$ cat src/lcd_ctrl_pkg.sv
// Shared constants, types and helpers for the LCD drive-mode control block
package lcd_ctrl_pkg;

   // ---------------------------------------------------------------
   // Register addresses and reset values
   // ---------------------------------------------------------------
   localparam logic [15:0] DRIVE_SETUP_ADDR = 16'hffb0;
   localparam logic [15:0] DISPLAY_CONTROL_ADDR = 16'hffb1;
   localparam logic [7:0] DRIVE_SETUP_RESET = 8'h00;
   localparam logic [7:0] DISPLAY_CONTROL_RESET = 8'h00;

   // ---------------------------------------------------------------
   // Field positions and writable masks
   // ---------------------------------------------------------------
   localparam int KEY_SCAN_ENABLE_BIT = 0;
   localparam int KEY_SCAN_PHASE_FLAG_BIT = 1;
   localparam int VGEN_SEL_LO_BIT = 4;
   localparam int VGEN_SEL_HI_BIT = 5;
   localparam int DISPLAY_ENABLE_BIT = 7;
   localparam int PIN_OUTPUT_CONTROL_BIT = 6;
   localparam int GATE_BOOST_ENABLE_BIT = 4;
   localparam int MODE_SEL_LSB = 0;
   localparam int MODE_SEL_MSB = 2;
   localparam logic [7:0] DRIVE_SETUP_WMASK = 8'h31;
   localparam logic [7:0] DISPLAY_CONTROL_WMASK = 8'hd7;

   // ---------------------------------------------------------------
   // Codes
   // ---------------------------------------------------------------
   localparam logic [1:0] VGEN_EXTERNAL = 2'h0;
   localparam logic [1:0] VGEN_INT_NO_STEP = 2'h1;
   localparam logic [1:0] VGEN_INT_STEP = 2'h3;
   localparam logic [2:0] MODE_8_QUARTER = 3'h7;
   localparam logic [2:0] MODE_4_THIRD = 3'h0;
   localparam logic [2:0] MODE_3_THIRD = 3'h1;
   localparam logic [2:0] MODE_2_HALF = 3'h2;
   localparam logic [2:0] MODE_3_HALF = 3'h3;
   localparam logic [2:0] MODE_STATIC = 3'h4;
   localparam logic [3:0] SLICES_NONE = 4'h0;
   localparam logic [3:0] SLICES_1 = 4'h1;
   localparam logic [3:0] SLICES_2 = 4'h2;
   localparam logic [3:0] SLICES_3 = 4'h3;
   localparam logic [3:0] SLICES_4 = 4'h4;
   localparam logic [3:0] SLICES_8 = 4'h8;
   localparam logic [7:0] KEY_SOURCE_ALL = 8'hff;

   typedef enum logic [1:0] {
      PH_IDLE = 2'b00,
      PH_DISP = 2'b01,
      PH_SCAN = 2'b11
   } slice_phase_e;

   typedef enum logic [1:0] {
      BIAS_STATIC = 2'h0,
      BIAS_HALF = 2'h1,
      BIAS_THIRD = 2'h2,
      BIAS_QUARTER = 2'h3
   } bias_e;

   typedef struct packed {
      logic [15:0] addr;
      logic byte_we;
      logic bit_we;
      logic [2:0] bit_idx;
      logic bit_val;
      logic [7:0] wdata;
   } cpu_wr_s;

   typedef struct packed {
      logic pins_grounded;
      logic seg_deselect;
      logic gate_boost_enable;
      logic [1:0] vgen_sel;
      logic vgen_valid;
      bias_e bias;
      logic mode_valid;
      logic ref3_select;
      logic com_hi_is_common;
   } panel_ctrl_s;

   // ---------------------------------------------------------------
   // Helpers
   // ---------------------------------------------------------------
   function automatic logic [7:0] wr_merge(input logic [7:0] old, input cpu_wr_s wr,
                                           input logic [7:0] mask);
      logic [7:0] v;
      v = old;
      if (wr.byte_we) begin
         v = wr.wdata;
      end else if (wr.bit_we) begin
         v[wr.bit_idx] = wr.bit_val;
      end
      return v & mask;
   endfunction

   function automatic logic [3:0] mode_slices(input logic [2:0] m);
      case (m)
         MODE_8_QUARTER: mode_slices = SLICES_8;
         MODE_4_THIRD: mode_slices = SLICES_4;
         MODE_3_THIRD: mode_slices = SLICES_3;
         MODE_2_HALF: mode_slices = SLICES_2;
         MODE_3_HALF: mode_slices = SLICES_3;
         MODE_STATIC: mode_slices = SLICES_1;
         default: mode_slices = SLICES_NONE;
      endcase
   endfunction

   function automatic bias_e mode_bias(input logic [2:0] m);
      case (m)
         MODE_8_QUARTER: mode_bias = BIAS_QUARTER;
         MODE_4_THIRD, MODE_3_THIRD: mode_bias = BIAS_THIRD;
         MODE_2_HALF, MODE_3_HALF: mode_bias = BIAS_HALF;
         default: mode_bias = BIAS_STATIC;
      endcase
   endfunction

endpackage

$ cat src/lcd_slice_sequencer.sv
// Time-slice sequencer: display slices plus optional key-scan slice
`timescale 1ns/1ps
module lcd_slice_sequencer
   import lcd_ctrl_pkg::*;
(
   input wire logic clk_sys_i,
   input wire logic rstn_i,
   input wire logic tick_i,
   input wire logic run_i,
   input wire logic [3:0] slices_i,
   input wire logic scan_en_i,
   output slice_phase_e phase_o,
   output logic [2:0] com_idx_o,
   output logic scan_end_o
);

   slice_phase_e phase_q;
   slice_phase_e phase_d;
   logic [2:0] idx_q;
   logic [2:0] idx_d;
   logic scan_end_q;

   wire logic last_slice = ({1'b0, idx_q} == (slices_i - SLICES_1));

   // ---------------------------------------------------------------
   // Next state
   // ---------------------------------------------------------------
   always_comb begin
      phase_d = phase_q;
      idx_d = idx_q;
      if (!run_i) begin
         phase_d = PH_IDLE;
         idx_d = 3'h0;
      end else if (tick_i) begin
         case (phase_q)
            PH_IDLE: begin
               phase_d = PH_DISP;
               idx_d = 3'h0;
            end
            PH_DISP: begin
               if (!last_slice) begin
                  idx_d = idx_q + 3'h1;
               end else if (scan_en_i) begin
                  phase_d = PH_SCAN;
               end else begin
                  idx_d = 3'h0;
               end
            end
            PH_SCAN: begin
               phase_d = PH_DISP;
               idx_d = 3'h0;
            end
            default: begin
               phase_d = PH_IDLE;
               idx_d = 3'h0;
            end
         endcase
      end
   end

   always_ff @(posedge clk_sys_i or negedge rstn_i) begin
      if (!rstn_i) begin
         phase_q <= PH_IDLE;
         idx_q <= 3'h0;
         scan_end_q <= 1'b0;
      end else begin
         phase_q <= phase_d;
         idx_q <= idx_d;
         scan_end_q <= run_i && tick_i && (phase_q == PH_SCAN);
      end
   end

   assign phase_o = phase_q;
   assign com_idx_o = idx_q;
   assign scan_end_o = scan_end_q;

endmodule

$ cat src/lcd_drive_mode_control.sv
// Drive-setup and display-control registers with slice and key-scan logic
`timescale 1ns/1ps
module lcd_drive_mode_control
   import lcd_ctrl_pkg::*;
(
   input wire logic clk_sys_i,
   input wire logic rstn_i,
   input wire cpu_wr_s cpu_wr_i,
   input wire logic [15:0] cpu_rd_addr_i,
   output logic [7:0] cpu_rd_data_o,
   input wire logic slice_tick_i,
   input wire logic [4:0] key_return_i,
   output panel_ctrl_s panel_o,
   output logic [7:0] common_sel_o,
   output logic [7:0] key_source_o,
   output logic [4:0] key_data_o,
   output logic key_data_valid_o
);

   // ---------------------------------------------------------------
   // Registers
   // ---------------------------------------------------------------
   logic [7:0] drive_setup_q;
   logic [7:0] display_control_q;
   logic [2:0] tick_sync_q;
   logic [4:0] kr_meta_q;
   logic [4:0] kr_sync_q;
   logic [4:0] key_data_q;
   logic key_valid_q;
   logic [7:0] common_q;
   logic [7:0] key_source_q;

   wire logic hit_drive = (cpu_wr_i.addr == DRIVE_SETUP_ADDR);
   wire logic hit_display = (cpu_wr_i.addr == DISPLAY_CONTROL_ADDR);
   wire logic [7:0] drive_setup_d = wr_merge(drive_setup_q, cpu_wr_i, DRIVE_SETUP_WMASK);
   wire logic [7:0] display_control_d =
      wr_merge(display_control_q, cpu_wr_i, DISPLAY_CONTROL_WMASK);

   // Unused bits are never stored, so they read zero whatever is written, except drive-setup bit 1, which reads the scan flag
   always_ff @(posedge clk_sys_i or negedge rstn_i) begin
      if (!rstn_i) begin
         drive_setup_q <= DRIVE_SETUP_RESET;
         display_control_q <= DISPLAY_CONTROL_RESET;
      end else begin
         if (hit_drive) begin
            drive_setup_q <= drive_setup_d;
         end
         if (hit_display) begin
            display_control_q <= display_control_d;
         end
      end
   end

   // ---------------------------------------------------------------
   // Field decode
   // ---------------------------------------------------------------
   wire logic key_scan_enable = drive_setup_q[KEY_SCAN_ENABLE_BIT];
   wire logic [1:0] vgen_sel = drive_setup_q[VGEN_SEL_HI_BIT:VGEN_SEL_LO_BIT];
   wire logic display_enable = display_control_q[DISPLAY_ENABLE_BIT];
   wire logic pin_output_control = display_control_q[PIN_OUTPUT_CONTROL_BIT];
   wire logic gate_boost_enable = display_control_q[GATE_BOOST_ENABLE_BIT];
   wire logic [2:0] display_mode_sel = display_control_q[MODE_SEL_MSB:MODE_SEL_LSB];
   wire logic [3:0] slices = mode_slices(display_mode_sel);
   wire logic mode_valid = (slices != SLICES_NONE);
   wire logic quarter_bias = (display_mode_sel == MODE_8_QUARTER);
   wire logic static_mode = (display_mode_sel == MODE_STATIC);
   // Prohibited mode codes stop the sequencer rather than guess a waveform
   wire logic seq_run = pin_output_control && mode_valid;
   wire logic scan_allowed = key_scan_enable && !static_mode;

   // ---------------------------------------------------------------
   // Pin-side synchronisers
   // ---------------------------------------------------------------
   always_ff @(posedge clk_sys_i or negedge rstn_i) begin
      if (!rstn_i) begin
         tick_sync_q <= 3'h0;
         kr_meta_q <= 5'h00;
         kr_sync_q <= 5'h00;
      end else begin
         tick_sync_q <= {tick_sync_q[1:0], slice_tick_i};
         kr_meta_q <= key_return_i;
         kr_sync_q <= kr_meta_q;
      end
   end

   wire logic tick_pulse = tick_sync_q[1] && !tick_sync_q[2];

   // ---------------------------------------------------------------
   // Slice sequencing
   // ---------------------------------------------------------------
   slice_phase_e phase;
   logic [2:0] com_idx;
   logic scan_end;

   lcd_slice_sequencer u_seq (
      .clk_sys_i(clk_sys_i),
      .rstn_i(rstn_i),
      .tick_i(tick_pulse),
      .run_i(seq_run),
      .slices_i(slices),
      .scan_en_i(scan_allowed),
      .phase_o(phase),
      .com_idx_o(com_idx),
      .scan_end_o(scan_end)
   );

   wire logic in_scan = (phase == PH_SCAN);
   wire logic [7:0] com_onehot = 8'h01 << com_idx;
   // Upper commons are alternate-function pins outside eight-slice mode
   wire logic [7:0] com_mask = quarter_bias ? 8'hff : 8'h0f;
   wire logic [7:0] common_d = (phase == PH_DISP) ? (com_onehot & com_mask) : 8'h00;
   // Return 0 shares its pin with the third reference in quarter bias
   wire logic [4:0] kr_enable = quarter_bias ? 5'h1e : 5'h1f;

   always_ff @(posedge clk_sys_i or negedge rstn_i) begin
      if (!rstn_i) begin
         common_q <= 8'h00;
         key_source_q <= 8'h00;
         key_data_q <= 5'h00;
         key_valid_q <= 1'b0;
      end else begin
         common_q <= common_d;
         key_source_q <= in_scan ? KEY_SOURCE_ALL : 8'h00;
         key_valid_q <= scan_end;
         if (scan_end) begin
            key_data_q <= kr_sync_q & kr_enable;
         end
      end
   end

   // ---------------------------------------------------------------
   // Outputs and read-back
   // ---------------------------------------------------------------
   always_comb begin
      panel_o.pins_grounded = !pin_output_control;
      panel_o.seg_deselect = !display_enable || !pin_output_control;
      panel_o.gate_boost_enable = gate_boost_enable;
      panel_o.vgen_sel = vgen_sel;
      panel_o.vgen_valid = (vgen_sel != 2'h2);
      panel_o.bias = mode_bias(display_mode_sel);
      panel_o.mode_valid = mode_valid;
      panel_o.ref3_select = quarter_bias;
      panel_o.com_hi_is_common = quarter_bias;
   end

   assign common_sel_o = common_q;
   assign key_source_o = key_source_q;
   assign key_data_o = key_data_q;
   assign key_data_valid_o = key_valid_q;

   wire logic [7:0] drive_readback = drive_setup_q | {6'h00, in_scan, 1'b0};
   assign cpu_rd_data_o = (cpu_rd_addr_i == DRIVE_SETUP_ADDR) ? drive_readback :
                          (cpu_rd_addr_i == DISPLAY_CONTROL_ADDR) ? display_control_q :
                          8'h00;

   // ---------------------------------------------------------------
   // Checks
   // ---------------------------------------------------------------
   a_drive_byte_write: assert property (@(posedge clk_sys_i) disable iff (!rstn_i)
      (hit_drive && cpu_wr_i.byte_we) |=> drive_setup_q == ($past(cpu_wr_i.wdata) & 8'h31))
      else $error("drive-setup byte write not stored");
   a_display_bit_write: assert property (@(posedge clk_sys_i) disable iff (!rstn_i)
      (hit_display && !cpu_wr_i.byte_we && cpu_wr_i.bit_we && cpu_wr_i.bit_idx == 3'h7)
      |=> display_enable == $past(cpu_wr_i.bit_val))
      else $error("display-control bit write not stored");
   a_scan_flag_read: assert property (@(posedge clk_sys_i) disable iff (!rstn_i)
      (cpu_rd_addr_i == DRIVE_SETUP_ADDR)
      |=> key_source_o == ($past(cpu_rd_data_o[1]) ? 8'hff : 8'h00))
      else $error("scan flag does not follow scan slice");
   a_scan_off_stays: assert property (@(posedge clk_sys_i) disable iff (!rstn_i)
      (!key_scan_enable && !in_scan) |=> !in_scan)
      else $error("scan slice entered with scan disabled");
   a_scan_single_slice: assert property (@(posedge clk_sys_i) disable iff (!rstn_i)
      (in_scan && tick_pulse && seq_run) |=> !in_scan ##1 key_data_valid_o)
      else $error("scan slice did not end with a sample");
   // Commons lag the control bit by two cycles through the sequencer
   a_ground_pins: assert property (@(posedge clk_sys_i) disable iff (!rstn_i)
      (!pin_output_control && !$past(pin_output_control))
      |-> panel_o.pins_grounded ##1 common_sel_o == 8'h00)
      else $error("pins not grounded with output control low");
   a_deselect_off: assert property (@(posedge clk_sys_i) disable iff (!rstn_i)
      $fell(display_enable) |-> panel_o.seg_deselect)
      else $error("segments not deselected with display off");
   a_com_hi_gated: assert property (@(posedge clk_sys_i) disable iff (!rstn_i)
      !$past(quarter_bias) |-> common_sel_o[7:4] == 4'h0)
      else $error("upper common driven outside eight-slice mode");
   a_ref3_kr0_mask: assert property (@(posedge clk_sys_i) disable iff (!rstn_i)
      (key_data_valid_o && $past(quarter_bias)) |-> key_data_o[0] == 1'b0)
      else $error("return 0 sampled while used as reference");

endmodule

$ cat config.mk
export PLATFORM = sky130hd
export DESIGN_NAME = lcd_drive_mode_control
export DESIGN_NICKNAME = d
export VERILOG_FILES = /design/src/lcd_ctrl_pkg.sv /design/src/lcd_slice_sequencer.sv /design/src/lcd_drive_mode_control.sv
export SDC_FILE = /design/constraint.sdc
export NUM_CORES = 1
export LEC_CHECK = 0
export BUFFER_PORTS_ARGS = -buffer_cell sky130_fd_sc_hd__buf_4
export CORE_MARGIN = 1
export CORE_UTILIZATION = 51
export DETAILED_ROUTE_END_ITERATION = 10
export PLACE_DENSITY = 0.91
export SLEW_MARGIN = 20
export SYNTH_ARGS = -nofsm -noshare
export SYNTH_HDL_FRONTEND = slang
export SYNTH_SLANG_ARGS = --single-unit
$ cat constraint.sdc
create_clock -name clk_sys_i -period 4.7 [get_ports clk_sys_i]
set_input_delay 0.235 -clock clk_sys_i [delete_from_list [all_inputs] [get_ports clk_sys_i]]
set_output_delay 0.235 -clock clk_sys_i [all_outputs]
set_load 0.02 [all_outputs]
### Word-level counts from Yosys, hierarchy flattened

Index checks and enable logic that the tools add are counted.

* bits in registers: 50
* ROM bits: 0
* RAM bits: 0
* bits of input ports: 54
* output and inout bits: 41
* bits in latches: 0
* word-level logic and storage cells: 86
* memories: 0

* bitwise operators: 3
* multipliers: 0
* add/subtract/negate cells: 2
* div/mod/pow operators: 0
* equal/unequal tests: 17
* multiplexer cells: 26
* shift operators: 1
* reduce and logical (&&, ||, !) cells: 23
* $lt $le $gt $ge: 2

Operator list (count)
* 16-bit == test (second input constant): 4
* 8-bit 2-to-1 mux: 7
* 4-bit one-hot mux with 5 select lines: 1
* 8-bit bitwise mux: 2
* 3-bit 2-to-1 mux: 5
* 6-bit 2-to-1 mux: 2
* 8-bit bitwise AND: 1
* 2-bit 2-to-1 mux: 4
* 2-bit OR reduction: 4
* 1-bit by 3-bit << shifter with 8-bit output (first input constant): 1
* 3-bit by 2-bit == test with 1-bit output (second input constant): 2
* 3-bit == test (second input constant): 2
* 1-bit logical AND: 6
* 3-bit inequality test (second input constant): 2
* 6-bit by 2-bit OR with 6-bit output: 1
* 2-bit one-hot mux with 3 select lines: 1
* 2-bit AND reduction: 3
* 5-bit bitwise AND: 1
* 3-bit by 4-bit == test with 1-bit output: 1
* 1-bit zero test: 4
* 3-bit by 4-bit less-than comparator with 1-bit output (second input constant): 1
* 4-bit inequality test (second input constant): 1
* 2-bit one-hot mux with 2 select lines: 1
* 4-bit nonzero test: 1
* 15 further kinds: 16

### Logic depth before layout (Yosys ltp)

* depth in word-level cells: 9
* gate-level depth with buffers: 9
* mapped depth without buffers: 8

### By module

Synthesis repeated with hierarchy kept, for this count alone.

* cells, all modules: 203
* area total of the unflattened synthesis: 2170.8 um^2

Modules (own cells, without submodules)
* lcd_drive_mode_control: instances 1, cells each 168, area an instance 1771.7 um^2, sequential area each 925.9 um^2
* lcd_slice_sequencer: instances 1, cells each 35, area an instance 399.1 um^2, sequential area each 150.1 um^2

### Worst setup path after synthesis

No wires, ideal clock.

* path kind: reg2reg
* from: register display_control_q[0]
* to: register u_seq.idx_q[1], in the netlist u_seq.com_idx_o[1]
* setup time: 121 ps
* path slack: 2336 ps
* data arrival time: 2243 ps
* stages on the path, launching flop included: 9
* required time: 4579 ps
* cell sequence: dfrtp_1 buf_4 or3b_1 and2_2 ha_1 xor2_1 o311a_4 a21o_1 a32o_2

* longest elaborated chain between the ends: 9

RTL lines
* start: declaration: RTL line lcd_drive_mode_control.sv:24 `logic [7:0] display_control_q;`
* start signal: assignment: RTL line lcd_drive_mode_control.sv:49 `display_control_q <= display_control_d;`
* 3-bit by 2-bit == test with 1-bit output or 3-bit by 1-bit == test with 1-bit output (tied branches): RTL line lcd_ctrl_pkg.sv:97 `case (m)`
* 2-bit OR reduction (no line)
* 4-bit one-hot mux with 5 select lines: RTL line lcd_ctrl_pkg.sv:97
* 4-bit by 1-bit subtractor with 4-bit output: RTL line lcd_slice_sequencer.sv:23 `wire logic last_slice = ({1'b0, idx_q} == (slices_i - SLICES_1));`
* 3-bit by 4-bit == test with 1-bit output: RTL line lcd_slice_sequencer.sv:23
* 3-bit 2-to-1 mux: RTL line lcd_slice_sequencer.sv:41 `if (!last_slice) begin`
* 3-bit 2-to-1 mux: RTL line lcd_slice_sequencer.sv:35 `case (phase_q)`
* 3-bit 2-to-1 mux: RTL line lcd_slice_sequencer.sv:34 `end else if (tick_i) begin`
* 3-bit 2-to-1 mux: RTL line lcd_slice_sequencer.sv:31 `if (!run_i) begin`
* end signal: assignment: RTL line lcd_slice_sequencer.sv:68 `idx_q <= idx_d;`
* end: declaration: RTL line lcd_slice_sequencer.sv:19 `logic [2:0] idx_q;`

Parallel ways exist; a longest one is shown, timed or not. The select of a mux whose other input is x is not followed.
A chain may end at the register's enable or synchronous reset.

### Worst setup path in the final report

* from: register display_control_q[2]
* to: register u_seq.idx_q[2], in the netlist u_seq.com_idx_o[2]

The elaborated chain is that of the path after synthesis.

==> run metrics <==
Critical R2R Capture u_seq.com_idx_o[2]; Hold Crit Class in2reg; Detailed Place HPWL 3330 um; largest net degree at the start of global routing 44; Cells after Synth between 150 and 200; Max VDD drop 0.000220 V; Final Util 71.6%; TritonCTS clock tree yes; period utilization 52.8%; HP Start key_return_i[0]; GRT Total Usage 20.7%; Post-CTS Setup Bufs 0; Die Width 67.5 um; Synth cell types 51; gpl congestion 0.804; Ant. Diodes 0; syn avg cell area 11.0 um^2; min Tclk post-route 2.48 ns; root buffer cell clkbuf_8; Iter 0 DRT Violations 44; final hold viol count 0; Fmax 403 MHz; residual overflow from global routing 0; # DRC 0; clk_skew around 0.005 ns; setup TNS 0 ns; dominant synthesized flop cell dfrtp_1; commonest non-fill, non-tap cells in the layout buf_4, dfrtp_1, nand2_1; Worst R2R Start display_control_q[2]; critical path fanouts, max 10; Leak about 1.5 nW; Post-Syn Nets 261; register area share after synthesis 49.1%; # IOs 95; Die ar. roughly 4600 um^2; Storage cell area 1080 um^2; most common cell after layout, fill and taps aside buf_4; type of the worst setup path reg2reg; multi-input logic area between 900 and 1000 um^2; H-tree depth 2; WL final between 4000 and 5000 um; number of setup violations in the final report 0; outcome finished clean; global-route wire length before repair 6910 um; initial antenna violation count 0; Warnings, synthesis 0; CTS Buf Count 5; hold depth 1; Worst R2R Path Depth 7; async set-reset flop share out of synthesis between 90% and 100%; clock transition at the registers of the reported paths 0.08 ns; Clock Path Buffers 2; drt pass-1 iters 4; Clk Latency, worst-skew pair 0.29 ns; Std-Cell Rows 23; Crit. End Element flip-flop; Least-Margin Pin Slew ~0.62 ns; core box area roughly 4100 um^2; number of flops mapped to enable cells by yosys 0; Slew Limit Fails 0; clock sinks between 40 and 50; Worst Path Arrival ~2.7 ns; Hold Path End kr_meta_q[0]; Die H 67.5 um; FF+latch count, synth 43; power per cell area approximately 290 nW/um^2; Cell Area, Synth 2190 um^2; FF-to-FF setup slack approximately 2.2 ns; Initial Utilization 54.0%; fraction of layout cells with a size suffix above 1 43.3%; port bufs 92; Vias/cell roughly 5.2; worst relative slew slack 58.4%; WL per Instance 12.8 um; Layout Nets 343; Critical Path RT 4.88 ns; Routed Antenna Nets 0; vias in the first global route 1655; Filler cells 309; CP startpoint display_control_q[2]; crit path launch type flip-flop; synth-to-layout area growth 32.7%; via count approximately 1700; RSZ-0062 raised after global routing false; max_cap viols 0
cell usage after synthesis, drive strengths merged (4+ instances only):
library cell   n  share of area [%]
a21oi          6                1.5
a22o           4                1.6
and2           5                1.5
and3          13                3.8
buf           17                5.9
dfrtp         43                 49
ha             8                4.6
inv            8                1.4
mux2           9                4.6
nand2         14                2.5
nand2b         4                1.1
nand3          7                1.8
nor2          10                1.7
o21ai          9                2.2
layer usage:
layer | global-route usage (%) | up-vias | routed length (um) | share of wire [%]
met5 | 0 | - | 0 | 0
met4 | 8.24 | 0 | 57 | 1.3
met3 | 6.25 | 7 | 286 | 6.7
met2 | 36.3 | 64 | 2180 | 51
met1 | 23.1 | 803 | 1720 | 41
li1 | - | 853 | - | -
critical path, stage by stage (launching register included):
cell	delay [ns]
dfrtp_1	0.51
or3b_1	0.43
and2_2	0.20
ha_1	0.20
xor2_1	0.19
o311a_4	0.40
a21o_1	0.19
a32o_2	0.26
sequential cells by signal (all words and copies together) (netlist names):
signal	count
key_data_o	5
u_seq.com_idx_o	3
display_control_q	6
key_source_o	1
tick_sync_q	3
drive_setup_q	3
kr_sync_q	5
u_seq.scan_end_o	1
kr_meta_q	5
key_data_valid_o	1
u_seq.phase_o	2
common_sel_o	8
cells by family after synthesis:
family / Yosys count / share of synthesized area [%]
AOI/OAI and AO/OA: 34 / 11.5
muxes: 10 / 5.08
other: 1 / 0.171
adders and majority gates: 8 / 4.57
buffers and inverters: 26 / 7.42
and+or+nand+nor: 74 / 21.0
DFF: 43 / 49.1
xor gates and xnor gates: 3 / 1.20
repair_timing:
item / CTS / global route
hold buffers: 1 / 0
gates resized for setup: 0 / 0
endpoints found under the hold margin: 43 / 0
report_power, final:
part | switching (mW) | total [mW] | internal [mW]
logic | 0.0910 | 0.187 | 0.0960
clock network | 0.123 | 0.227 | 0.104
registers | 0.0238 | 0.424 | 0.400
total | 0.238 | 0.838 | 0.600
worst max path at each step:
| stage | endpoint | slack, ns | depth (start not counted) |
|---|---|---|---|
| after CTS | u_seq.com_idx_o[2] | 2.21 | 7 |
| after detailed placement | u_seq.com_idx_o[2] | 2.24 | 7 |
| final | u_seq.com_idx_o[2] | 2.22 | 7 |
| after floorplan | u_seq.com_idx_o[1] | 2.34 | 8 |
| after global routing | u_seq.com_idx_o[2] | 2.13 | 7 |
| after global placement | u_seq.com_idx_o[2] | 2.25 | 7 |
cell type report:
class | instances | area share, %
well taps | 50 | 2.15
multi-input cells | 130 | 32.8
flip-flops and latches | 43 | 37.0
inverters | 8 | 1.03
repair buffers | 93 | 24.1
clock buffers | 6 | 2.50
clock inverters | 2 | 0.430
through the flow:
stage	instances	hold slack (ns)	setup WS [ns]	total power [mW]	instance area, um^2
after floorplan	199	-0.0606	2.34	0.531	2190
after global placement	323	0.250	2.25	0.610	2810
after detailed placement	323	0.254	2.24	0.620	2810
after CTS	332	0.0370	2.21	0.846	2910
after global routing	332	0.0284	2.13	0.883	2910
final	332	0.0454	2.22	0.838	2910
Power figures use the tool's default switching activity.
